[src/rtl/flash_host_cfg.svh]
// Register offsets, field positions and timing counts of the flash host
`ifndef FLASH_HOST_CFG_SVH
`define FLASH_HOST_CFG_SVH
`define OFS_CTRL 8'h00
`define OFS_ADDR 8'h04
`define OFS_WDATA 8'h08
`define OFS_STATUS 8'h0C
`define OFS_RDATA 8'h10
`define OFS_TIMING 8'h14
`define CTRL_GO_BIT 0
`define CTRL_OP_LSB 4
`define CTRL_BYTE_BIT 8
`define ST_BUSY_BIT 0
`define ST_RDY_BIT 1
`define TIMING_RESET 32'h0000_0004
`define STROBE_CYC_MIN 4'h1
`define SECTOR_GAP_NS 50000
`define CLK_NS 8
`define SECTOR_GAP_CYC ((`SECTOR_GAP_NS / `CLK_NS) - 1)
`define UNLOCK1_W 12'h555
`define UNLOCK2_W 12'h2AA
`define UNLOCK1_B 12'hAAA
`define UNLOCK2_B 12'h555
`define D_UNLOCK1 8'hAA
`define D_UNLOCK2 8'h55
`define D_AUTOSEL 8'h90
`define D_PROGRAM 8'hA0
`define D_ERASE_SETUP 8'h80
`define D_CHIP_ERASE 8'h10
`define D_SECTOR_ERASE 8'h30
`define D_RESUME 8'h30
`define D_SUSPEND 8'hB0
`define D_RESET 8'hF0
`endif

[src/rtl/flash_host_pkg.sv]
// Types shared by the flash host controller
package flash_host_pkg;
  // Operation codes written to the control register
  typedef enum logic [3:0] {
    OP_READ = 4'h0,
    OP_RESET = 4'h1,
    OP_AUTOSEL = 4'h2,
    OP_PROGRAM = 4'h3,
    OP_CHIP_ERASE = 4'h4,
    OP_SECTOR_ERASE = 4'h5,
    OP_ADD_SECTOR = 4'h6,
    OP_SUSPEND = 4'h7,
    OP_RESUME = 4'h8
  } op_t;
  typedef enum logic [4:0] {
    S_IDLE = 5'b00001,
    S_SETUP = 5'b00010,
    S_STROBE = 5'b00100,
    S_HOLD = 5'b01000,
    S_NEXT = 5'b10000
  } state_t;
endpackage

[src/rtl/flash_host.sv]
// Host controller driving a parallel flash by its command cycles
// Functional notes
// - Write only with select, strobe low, output-enable high
// - Host writes reset after timeout flag or autoselect
// - Two unlocks plus autoselect enter autoselect
// - Program is four write cycles
// - Chip erase is six write cycles
// - Extra sectors spaced under fifty microseconds; OP_ADD_SECTOR is sent when started, with no gap timed
//
// Chosen here: the AHB-Lite interface to the registers and the register addresses.
`timescale 1ns/1ps
`include "flash_host_cfg.svh"
module flash_host
  import flash_host_pkg::*;
#(
  parameter int AW = 18,
  parameter int DW = 16
) (
  input wire logic hclk,
  input wire logic hresetn,
  input wire logic hsel,
  input wire logic [31:0] haddr,
  input wire logic [1:0] htrans,
  input wire logic hwrite,
  input wire logic [2:0] hsize,
  input wire logic [31:0] hwdata,
  input wire logic hready,
  output logic [31:0] hrdata,
  output logic hreadyout,
  output logic hresp,
  output logic [AW-1:0] fl_addr,
  output logic [DW-1:0] fl_dq_out,
  output logic fl_dq_oe,
  input wire logic [DW-1:0] fl_dq_in,
  output logic fl_cs_n,
  output logic fl_we_n,
  output logic fl_oe_n,
  output logic fl_byte_n,
  input wire logic ready_busy_n
);
  // Unlock addresses need 12 bits; the data path is fixed at one word
  if (AW < 12 || AW > 32 || DW != 16) begin : g_bad_width
    $error("flash_host: unsupported widths");
  end

  logic [3:0] op_r;
  logic byte_r;
  logic [AW-1:0] addr_r;
  logic [DW-1:0] wdata_r;
  logic [DW-1:0] rdata_r;
  logic [3:0] tstrobe_r;
  logic busy_r;
  logic go_pulse;
  state_t state_r;
  logic [2:0] step_r;
  logic [3:0] cnt_r;
  logic is_write;
  logic [11:0] cyc_addr;
  logic [7:0] cyc_data;
  logic [2:0] last_step;
  logic last_is_read;
  logic use_full_addr;
  logic [AW-1:0] cyc_full_addr;

  // AHB-Lite slave: zero wait, address captured for the data phase
  logic wr_ph_r;
  logic [7:0] wa_r;
  logic ahb_go;
  assign ahb_go = hsel && htrans[1] && hready;
  assign hreadyout = 1'b1;
  assign hresp = 1'b0;
  always_ff @(posedge hclk or negedge hresetn) begin
    if (!hresetn) begin
      wr_ph_r <= 1'b0;
      wa_r <= 8'h00;
    end else if (hready) begin
      wr_ph_r <= ahb_go && hwrite;
      wa_r <= haddr[7:0];
    end
  end

  // Writes to ctrl while busy are dropped: one sequence at a time
  assign go_pulse = wr_ph_r && wa_r == `OFS_CTRL && hwdata[`CTRL_GO_BIT]
                    && !busy_r;
  always_ff @(posedge hclk or negedge hresetn) begin
    if (!hresetn) begin
      op_r <= 4'h0;
      byte_r <= 1'b0;
      addr_r <= '0;
      wdata_r <= '0;
      tstrobe_r <= 4'(`TIMING_RESET);
    end else if (wr_ph_r) begin
      if (go_pulse) begin
        op_r <= hwdata[`CTRL_OP_LSB +: 4];
        byte_r <= hwdata[`CTRL_BYTE_BIT];
      end
      if (wa_r == `OFS_ADDR && !busy_r) addr_r <= hwdata[AW-1:0];
      if (wa_r == `OFS_WDATA && !busy_r) wdata_r <= hwdata[DW-1:0];
      if (wa_r == `OFS_TIMING) begin
        tstrobe_r <= (hwdata[3:0] < `STROBE_CYC_MIN) ? `STROBE_CYC_MIN
                     : hwdata[3:0];
      end
    end
  end

  // Read mux on the address captured in the address phase
  logic rd_ph_r;
  always_ff @(posedge hclk or negedge hresetn) begin
    if (!hresetn) rd_ph_r <= 1'b0;
    else if (hready) rd_ph_r <= ahb_go && !hwrite;
  end
  always_comb begin
    hrdata = 32'h0000_0000;
    if (rd_ph_r) begin
      unique case (wa_r)
        `OFS_CTRL: hrdata = {23'h0, byte_r, op_r, 4'h0};
        `OFS_ADDR: hrdata = 32'(addr_r);
        `OFS_WDATA: hrdata = 32'(wdata_r);
        `OFS_STATUS: hrdata = {30'h0, ready_busy_n, busy_r};
        `OFS_RDATA: hrdata = 32'(rdata_r);
        `OFS_TIMING: hrdata = {28'h0, tstrobe_r};
        default: hrdata = 32'h0000_0000;
      endcase
    end
  end

  // Sequence tables; upper data and address bits left zero
  assign last_step = (op_r == OP_READ || op_r == OP_RESET ||
                      op_r == OP_SUSPEND || op_r == OP_RESUME ||
                      op_r == OP_ADD_SECTOR) ? 3'd0 :
                     (op_r == OP_CHIP_ERASE ||
                      op_r == OP_SECTOR_ERASE) ? 3'd5 : 3'd3;
  assign last_is_read = op_r == OP_READ || op_r == OP_AUTOSEL;
  assign is_write = !(last_is_read && step_r == last_step);
  assign use_full_addr = step_r == last_step &&
                         (op_r != OP_RESET && op_r != OP_SUSPEND &&
                          op_r != OP_RESUME && op_r != OP_CHIP_ERASE);
  always_comb begin
    cyc_addr = byte_r ? `UNLOCK1_B : `UNLOCK1_W;
    cyc_data = `D_UNLOCK1;
    unique case (step_r)
      3'd1, 3'd4: begin
        cyc_addr = byte_r ? `UNLOCK2_B : `UNLOCK2_W;
        cyc_data = `D_UNLOCK2;
      end
      3'd2: begin
        cyc_data = (op_r == OP_AUTOSEL) ? `D_AUTOSEL :
                   (op_r == OP_PROGRAM) ? `D_PROGRAM : `D_ERASE_SETUP;
      end
      3'd5: begin
        cyc_data = (op_r == OP_CHIP_ERASE) ? `D_CHIP_ERASE
                   : `D_SECTOR_ERASE;
      end
      default: begin
        cyc_data = `D_UNLOCK1;
      end
    endcase
    if (step_r == 3'd0 && last_step == 3'd0) begin
      cyc_data = (op_r == OP_RESET) ? `D_RESET :
                 (op_r == OP_SUSPEND) ? `D_SUSPEND :
                 (op_r == OP_RESUME) ? `D_RESUME : `D_SECTOR_ERASE;
    end
  end
  assign cyc_full_addr = use_full_addr ? addr_r : AW'(cyc_addr);

  // Cycle engine: address set, strobe low, strobe high with data held
  always_ff @(posedge hclk or negedge hresetn) begin
    if (!hresetn) begin
      state_r <= S_IDLE;
      step_r <= 3'd0;
      cnt_r <= 4'h0;
      busy_r <= 1'b0;
      rdata_r <= '0;
      fl_addr <= '0;
      fl_dq_out <= '0;
      fl_dq_oe <= 1'b0;
      fl_cs_n <= 1'b1;
      fl_we_n <= 1'b1;
      fl_oe_n <= 1'b1;
      fl_byte_n <= 1'b1;
    end else begin
      unique case (state_r)
        S_IDLE: if (go_pulse) begin
          busy_r <= 1'b1;
          step_r <= 3'd0;
          state_r <= S_SETUP;
        end
        S_SETUP: begin
          fl_byte_n <= !byte_r;
          fl_addr <= cyc_full_addr;
          fl_dq_out <= DW'(cyc_data);
          if (use_full_addr && op_r == OP_PROGRAM) fl_dq_out <= wdata_r;
          fl_dq_oe <= is_write;
          fl_oe_n <= is_write;
          cnt_r <= tstrobe_r;
          state_r <= S_STROBE;
        end
        S_STROBE: begin
          fl_cs_n <= 1'b0;
          fl_we_n <= !is_write;
          if (cnt_r > 4'h1) cnt_r <= cnt_r - 4'h1;
          else state_r <= S_HOLD;
        end
        S_HOLD: begin
          fl_we_n <= 1'b1;
          if (!is_write) rdata_r <= fl_dq_in;
          state_r <= S_NEXT;
        end
        S_NEXT: begin
          fl_cs_n <= 1'b1;
          fl_oe_n <= 1'b1;
          fl_dq_oe <= 1'b0;
          if (step_r == last_step) begin
            busy_r <= 1'b0;
            state_r <= S_IDLE;
          end else begin
            step_r <= step_r + 3'd1;
            state_r <= S_SETUP;
          end
        end
        default: state_r <= S_IDLE;
      endcase
    end
  end
endmodule

[config.mk]
export PLATFORM = sky130hd
export DESIGN_NAME = flash_host
export DESIGN_NICKNAME = d
export VERILOG_FILES = /design/src/rtl/flash_host_pkg.sv /design/src/rtl/flash_host.sv
export VERILOG_INCLUDE_DIRS = /design/src /design/src/rtl
export SDC_FILE = /design/constraint.sdc
export NUM_CORES = 1
export LEC_CHECK = 0
export ABC_AREA = 1
export BUFFER_PORTS_ARGS = -buffer_cell sky130_fd_sc_hd__buf_2
export CAP_MARGIN = 30
export CORE_ASPECT_RATIO = 0.8
export CORE_MARGIN = 3
export CORE_UTILIZATION = 46
export DETAILED_ROUTE_END_ITERATION = 7
export GPL_ROUTABILITY_DRIVEN = 0
export PLACE_DENSITY = 0.75
export REMOVE_ABC_BUFFERS = 1
export SYNTH_ARGS = -nofsm -noshare
export SYNTH_HDL_FRONTEND = slang
export SYNTH_SLANG_ARGS = --single-unit
[constraint.sdc]
create_clock -name hclk -period 1.9 [get_ports hclk]
set_input_delay 0.475 -clock hclk [delete_from_list [all_inputs] [get_ports hclk]]
set_output_delay 0.475 -clock hclk [all_outputs]
set_load 0.01 [all_outputs]
# Word-level counts from Yosys, hierarchy flattened
# Cells that the tools add are included.
word_totals:
  regBits: 121
  inputBits: 91
classes:
  add_sub_neg: 2
  order_cmp: 2
  eq_ne: 32
  n_mux: 33
  n_reduce_logical: 45
ops:
  columns: ["operator", "n"]
  rows:
  - ["$pmux W18 S6", 1]
  - ["$mux W18", 2]
  - ["$pmux W5 S5", 1]
  - ["$mux W12", 2]
  - ["$mux W8", 3]
  - ["$pmux W8 S3", 1]
  - ["$mux W6", 3]
  - ["$eq A4 B3 Y1 const B", 4]
  - ["$eq A8 B4 Y1 const B", 2]
  - ["$eq A8 B5 Y1 const B", 2]
  - ["$logic_and A1 B1 Y1", 16]
  - ["$mux W16", 1]
  - ["$reduce_and A2 Y1", 7]
  - ["$mux W3", 4]
  - ["$mux W11", 1]
  - ["$mux W5", 2]
  - ["$ne A2 B2 Y1 const B", 5]
  - ["$pmux W1 S2", 5]
  - ["$reduce_bool A2 Y1", 5]
  - ["$eq A4 B2 Y1 const B", 2]
  - ["$eq A8 B3 Y1 const B", 1]
  - ["$logic_not A8 Y1", 1]
  - ["$mux W4", 2]
  - ["$ne A4 B3 Y1 const B", 2]
  - ["27 further kinds", 39]

# Logic depth before layout (Yosys ltp)
# Gate-level depths: netlist of run 1.
depth:
  ltp_word: 10
  depth_mapped: 12
  mapped_depth_nobuf: 11

# Worst setup path before layout of run 1
# Ideal clock, no wire load.
synth_timing:
  path_kind: "flip-flop to output port"
  start: "register wa_r[1]"
  end: "output hrdata[2]"
  arrival_time_ns: 1.515
  required_ns: 1.425
  path_slack_ns: -0.090
  stages_incl_launch_ff: 7
  cell_sequence: "dfrtp_1 -> nor2_1 -> nand2_1 -> nor3_2 -> clkbuf_1 -> nand2_1 -> a41oi_1"
synth_between:
  elab_chain_cells: 3
  word_cells_on_any_way: 8
  classes_between: "eq/ne: 5; mux: 2; reduce/logical: 1"
synth_rtl:
  columns: ["item", "line_no", "rtl"]
  rows:
  - ["start: declaration", "flash_host.sv:67", "logic [7:0] wa_r;"]
  - ["start signal: assignment", "flash_host.sv:78", "wa_r <= haddr[7:0];"]
  - ["$eq A8 B5 Y1, or another cell as far along", "flash_host.sv:115", "unique case (wa_r)"]
  - ["$pmux W18 S6 (*)", "flash_host.sv:115", null]
  - ["$mux W18 (*)", "flash_host.sv:114", "if (rd_ph_r) begin"]
  - ["end: declaration", "flash_host.sv:28", "output logic [31:0] hrdata,"]
# Every way passes the cells marked *; elsewhere a longest branch is shown, timed or not.

# Worst setup path after layout of run 1
layout_timing:
  start: "register wa_r[0]"
  end: "output hrdata[7]"
# Same word-level chain as after synthesis.

==> run summary, run 1 <==
Status - finished with violations
Failing checks - setup timing
Area Overhead vs Synth - 36.6%
CTS sink cnt - 121
IO Port Bufs - 105
Minimum clock period after layout - 2.58 ns
Worst R2R Path Depth - 9
Highest-count cells in the layout ignoring fill and taps - nand2_1 (210), dfrtp_1 (112), buf_2 (103)
Fin Clk Skew - 0.00734 ns
Ant. Diodes - 0
Hold path endpoint - rdata_r[3]
Placed wire-length estimate - 12100 µm
R2R Path End - rdata_r[6]
CTS tree - built
Distinct cells, synth - 44
Num CTS Buffers - 17
Routed length on met3 - 1430 µm
Post-synth EDFFs - 0
WP data required - 1.42 ns
FMAX - 388 MHz
DP Area - 7020 µm²
Max-cap violations - 0
Final worst-path cycle share - 136%
Post-route ant nets - 0
Pre-CTS setup slack - -0.241 ns
Final Cell Area - 8190 µm²
Die Span Y - 108 µm
Starting DRT DRC Count - 605
CP max stage delay - 0.42 ns
Yosys warnings - 0
WL/cell - 16.2 µm
Worst Path Arrival - 2.11 ns
DR vias - 5751
IO Pins - 164
Die X - 134 µm
Post-synthesis sequential area ratio - 50.6%
Power, Total - 8.90 mW
Reg-to-reg setup timing slack - -0.03 ns
First-pass GRT wire length - 26400 µm
Vias in the first global route - 5218
CP cell instances - buf_4 > nor4_2 > nand2_1 > buf_6 > o22ai_2 > nor2_1 > nor2_1 > buf_2
RR Startpoint - op_r[2]
Total GRT Usage - 23.5%
Final Hold Vio Count - 0
Detailed Route WL - 17800 µm
Router iterations before antenna repair - 6
Leak Pwr - 4.29 nW
Num rows - 36
Crit path launch type - register
Clk_lat worst skew - 0.42 ns
Cell count after synthesis - 744
Element type at the critical path end - output pin
Final number of max-transition violations - 0
Clock-pin slew on the worst setup and hold paths - 0.06 ns
Seq cells post-synth - 121
RSZ-0062 raised after global routing - yes
Commonest non-fill, non-tap cell in the layout - nand2_1
Clk root buf - clkbuf_16
Initial core utilization - 48.2%
Ys flop type - dfrtp_1
Pwr dens - 1090 nW/µm²
Hold Startpoint - fl_dq_in[3]
Max Root-Sink Buffers - 2
Die ar. - 14400 µm²
Synth Cell Area - 5990 µm²
Largest net degree at the start of global routing - 45
Worst hold-check path type - primary input to register
Critical path peak fanout - 4
Asr flop ratio synth - 100%
Origin of the worst setup path - wa_r[0]
Core area - 12400 µm²
CTS HTree Levels - 4
Mapped Avg Cell Area - 8.06 µm²
Top Metal Used - met4
DP Cell Count - 1049
DRT met1 WL - 7630 µm
Crit-path slowest cell - dfrtp_1
Vias/cell - 5.23
Layout Cells excl Fill - 1100
Residual DRC - 0
Setup ws final - -0.680 ns
Endpoints failing setup - 28
Grt ovf - 0
Initial antenna violation count - 0
Critical setup path kind - register to output pin
Worst vdd ir - 0.704 mV
Layout Nets - 1014
Met2 WL - 8230 µm
Share of cells above drive strength 1 - 34.0%
CP dominant cell by count - nor2_1
WHS Path Cells - 3
[logic make-up after synthesis]
group	count (synthesis)	share of synthesized area (%)
other	2	0.125
muxes	4	0.751
DFF	121	50.6
and+or+nand+nor	344	24.4
AOI/OAI and AO/OA	136	12.4
adders and majority gates	7	1.46
xor gates and xnor gates	3	0.752
buffers and inverters	127	9.54
[synthesized netlist by cell type (2+ instances only)]
cell,count,share of area [%]
o211ai_1,3,0.38
buf_4,20,2.5
mux2_2,4,0.75
o31ai_1,2,0.25
a41oi_1,3,0.44
o22ai_1,6,0.63
and3_1,2,0.21
inv_2,3,0.19
ha_1,7,1.5
conb_1,2,0.13
buf_6,2,0.38
inv_1,80,5.0
nand4_1,17,1.8
nor2_1,46,2.9
clkbuf_1,17,1.1
a22oi_1,4,0.50
o21ai_0,83,6.9
buf_2,4,0.33
nand2_1,239,15
nor2_4,2,0.38
nand2_2,3,0.31
nand3_1,24,2.0
nor3_1,2,0.17
o21ai_1,25,2.1
dfrtp_1,115,48
a21oi_1,5,0.42
dfstp_2,6,2.6
a31oi_1,2,0.21
[stage by stage]
stage	utilization [%]	hold WS [ns]	setup TNS [ns]
after floorplan	-	0.179	-26.16
after global placement	56.5	0.423	-2.52
after detailed placement	56.5	0.419	-3.37
after CTS	62.8	0.250	-9.93
after global routing	65.9	0.266	-13.30
final	65.9	0.256	-10.70
[where the power goes]
part	total (mW)	leakage, nW	switching (mW)	internal, mW
logic	1.95	2.66	1.18	0.774
clock network	3.48	0.307	1.18	2.30
registers	3.47	1.33	0.311	3.16
[area by class of cell]
cell class	instances	area, µm²
fill	993	4240
inverter	84	318
clock buffer	22	474
multi-input combinational	510	2740
tap	171	214
sequential	121	3040
timing repair buffer	182	1240
clock inverter	10	166
[sequential cells by signal (all words and copies together), names as in the netlist]
| name | cells |
|---|---|
| fl_dq_out | 16 |
| fl_oe_n | 1 |
| cnt_r | 4 |
| fl_dq_oe | 1 |
| fl_byte_n | 1 |
| busy_r | 1 |
| op_r | 4 |
| step_r | 3 |
| rd_ph_r | 1 |
| state_r | 5 |
| addr_r | 18 |
| fl_addr | 18 |
| rdata_r | 16 |
| wr_ph_r | 1 |
| wa_r | 8 |
| byte_r | 1 |
| fl_we_n | 1 |
| fl_cs_n | 1 |
| wdata_r | 16 |
| tstrobe_r | 4 |
[what timing repair did]
action / 4_1_cts / 5_1_grt
hold endpoints to repair: 22 / 0
gates resized for setup: 31 / 91
gates cloned: 0 / 1
setup endpoints to repair: 44 / 77
hold buffers: 1 / 0
setup buffers: 7 / 10
pin swaps: 12 / 27
[routing by layer]
layer | vias to the layer above | GRT usage (%)
met4 | 0 | 8.37
met5 | - | 0
met1 | 2709 | 33.4
met2 | 281 | 35.5
li1 | 2715 | -
met3 | 46 | 5.40
[worst max path at each step]
stage | to | cells after the start
2_1_floorplan | fl_addr[0] | 5
3_3_place_gp | hrdata[8] | 8
3_5_place_dp | hrdata[0] | 9
4_1_cts | hrdata[8] | 8
5_1_grt | hrdata[8] | 9
6_report | hrdata[7] | 8
[critical path, delay by kind of cell (launching register included)]
family	cells	cell delay (ns)
AOI/OAI and AO/OA	1	0.17
buffers and inverters	3	0.46
DFF	1	0.42
and+or+nand+nor	4	0.63
No activity file was read; power rests on OpenSTA's default activity.
==> run 2, diff against run 1 <==
- ABC_AREA: 1 -> default
- SLEW_MARGIN: default -> 20
==> run 2 against run 1 <==
Net effect:
- critical path depth up 1
- non-clock buffer count up 41
- critical path type unchanged
- worst hold slack better by 0.026 ns
- design area is 6.7% higher
- clock power fell by 7.5%
- critical endpoint is now hrdata[14]
- the flow still finishes with violations (setup timing)
- sequential power is 21% lower
- cell count fell by 15%
- highest routed layer unchanged
==> run summary, run 2 <==
Status - finished with violations
Failing checks - setup timing
Power, Total - 6.53 mW
Clk root buf - clkbuf_16
Worst rel slew slack - 51.2%
Setup ws final - -1.12 ns
WP data required - 1.42 ns
Fin Clk Skew - 0.00852 ns
Ys flop type - dfrtp_1
IO Port Bufs - 105
CTS tree - built
Highest-count cells in the layout ignoring fill and taps - dfrtp_1 (111), buf_2 (104), buf_4 (78)
Synth top area cells - dfrtp_1 (48%), mux2_2 (9.4%), nand2_1 (3.7%), o21ai_0 (2.9%), dfstp_2 (2.6%)
Element type at the critical path end - output pin
Share of cells above drive strength 1 - 52.2%
Critical path peak fanout - 6
Starting DRT DRC Count - 532
Vias/cell - 5.96
Die Span Y - 108 µm
Router iterations before antenna repair - 6
Commonest non-fill, non-tap cell in the layout - dfrtp_1
CTS sink cnt - 121
Multi-input gate area - 3180 µm²
First-pass GRT wire length - 30200 µm
Total GRT Usage - 27.3%
Post-synthesis sequential area ratio - 50.4%
Distinct cells, synth - 60
Minimum clock period after layout - 3.02 ns
Final number of max-transition violations - 0
Synth Cell Area - 6020 µm²
Critical setup path kind - register to output pin
DP Area - 7220 µm²
Clock-pin slew on the worst setup and hold paths - 0.05 ns
Initial core utilization - 48.3%
Num CTS Buffers - 17
Largest net degree at the start of global routing - 43
Leak Pwr - 4.12 nW
Final Hold Vio Count - 0
Die ar. - 14500 µm²
Post-route ant nets - 0
Residual DRC - 0
CTS HTree Levels - 4
Yosys warnings - 0
Mapped Avg Cell Area - 11.1 µm²
FMAX - 332 MHz
DR vias - 5550
Clk_lat worst skew - 0.42 ns
Ant. Diodes - 0
Pwr dens - 747 nW/µm²
Final worst-path cycle share - 159%
Synth area leader - dfrtp_1
Fin Setup TNS - -45.60 ns
Least-Margin Pin Slew - 0.726 ns
Core area - 12500 µm²
WL/cell - 22.3 µm
Placed wire-length estimate - 12100 µm
FF/Latch Area - 3040 µm²
Worst Path Arrival - 2.54 ns
Num rows - 36
Final Cell Area - 8740 µm²
Seq cells post-synth - 121
Cell count after synthesis - 541
Crit path launch type - register
Reg-to-reg setup timing slack - -0.45 ns
Most common cell in the netlist - dfrtp_1
Asr flop ratio synth - 100%
Initial antenna violation count - 0
Area Overhead vs Synth - 45.1%
Endpoints failing setup - 104
Max Root-Sink Buffers - 2
Share of the synthesized area in the top cell type - 47.8%
Die X - 134 µm
Biggest regs - addr_r (18), fl_addr (18)
Post-synth top cells - dfrtp_1 (115), nand2_1 (60), mux2_2 (50)
Worst hold-check path type - primary input to register
Grt ovf - 0
Vias in the first global route - 5477
Max-cap violations - 0
RSZ-0062 raised after global routing - yes
IO Pins - 164
Post-synth EDFFs - 0
Layout Nets - 845
Layout fillers - 804
Detailed Route WL - 20800 µm
Worst vdd ir - 0.702 mV
-- run 2: timing repair --
item,4_1_cts,5_1_grt
hold endpoints to repair,19,0
endpoints found under the setup margin,112,121
setup buffers,21,20
hold buffers,1,0
gates cloned,4,0
gates resized for setup,126,36
pin swaps,43,41
-- run 2: logic make-up (layout without fill, tap and decap cells) --
| family | after synthesis | after routing | share of synthesized area [%] |
|---|---|---|---|
| buffers and inverters | 60 | 265 | 5.42 |
| DFF | 121 | 121 | 50.4 |
| other | 2 | 16 | 0.125 |
| AOI/OAI and AO/OA | 112 | 112 | 13.2 |
| xor gates and xnor gates | 2 | 2 | 0.291 |
| adders and majority gates | 7 | 7 | 1.45 |
| and+or+nand+nor | 156 | 156 | 13.5 |
| muxes | 81 | 81 | 15.5 |
-- run 2: per-layer routing --
| layer | track usage (%) | share of wire [%] |
|---|---|---|
| met5 | 0 | 0 |
| met4 | 12.0 | 3.7 |
| met3 | 7.16 | 8.6 |
| met2 | 42.3 | 47 |
| met1 | 36.5 | 41 |
-- run 2: worst paths after layout --
kind / from / endpoint / depth (start not counted)
max: wa_r[1] / hrdata[14] / 9
min: haddr[3] / wa_r[3] / 3
max reg2reg: wa_r[1] / op_r[2] / 8
min reg2reg: fl_cs_n / fl_cs_n / 2
max in group asynchronous: hresetn / op_r[2] / 3
min in group asynchronous: hresetn / fl_dq_out[0] / 2
-- run 2: through the flow --
stage	setup slack [ns]	std cells	hold WS [ns]	util, %
finish	-1.12	931	0.281	70.0
global route	-1.15	931	0.279	70.0
CTS	-0.971	917	0.275	68.2
detailed placement	-0.602	860	0.417	57.9
global placement	-0.535	860	0.411	57.9
floorplan	-0.680	505	0.179	-
-- run 2: critical path: stages (launching register included) --
cell and delay [ns]:
dfrtp_1 0.38, or4_4 0.57, nor2_4 0.14, nor4b_4 0.27, buf_6 0.19, buf_12 0.13, buf_4 0.12, a22oi_2 0.10
nor2_1 0.09, buf_2 0.13
-- run 2: cell type report --
class	instances	area share [%]
clock inverters	7	1.05
well taps	171	2.45
repair buffers	223	19.2
multi-input cells	374	36.4
clock buffers	25	5.67
flip-flops and latches	121	34.8
inverters	10	0.430
-- run 2: report_power, final --
group / total [mW] / switching (mW) / internal [mW] / leakage (nW)
clock network: 3.22 / 1.16 / 2.06 / 0.287
registers: 2.75 / 0.0861 / 2.66 / 1.55
logic: 0.560 / 0.304 / 0.257 / 2.29
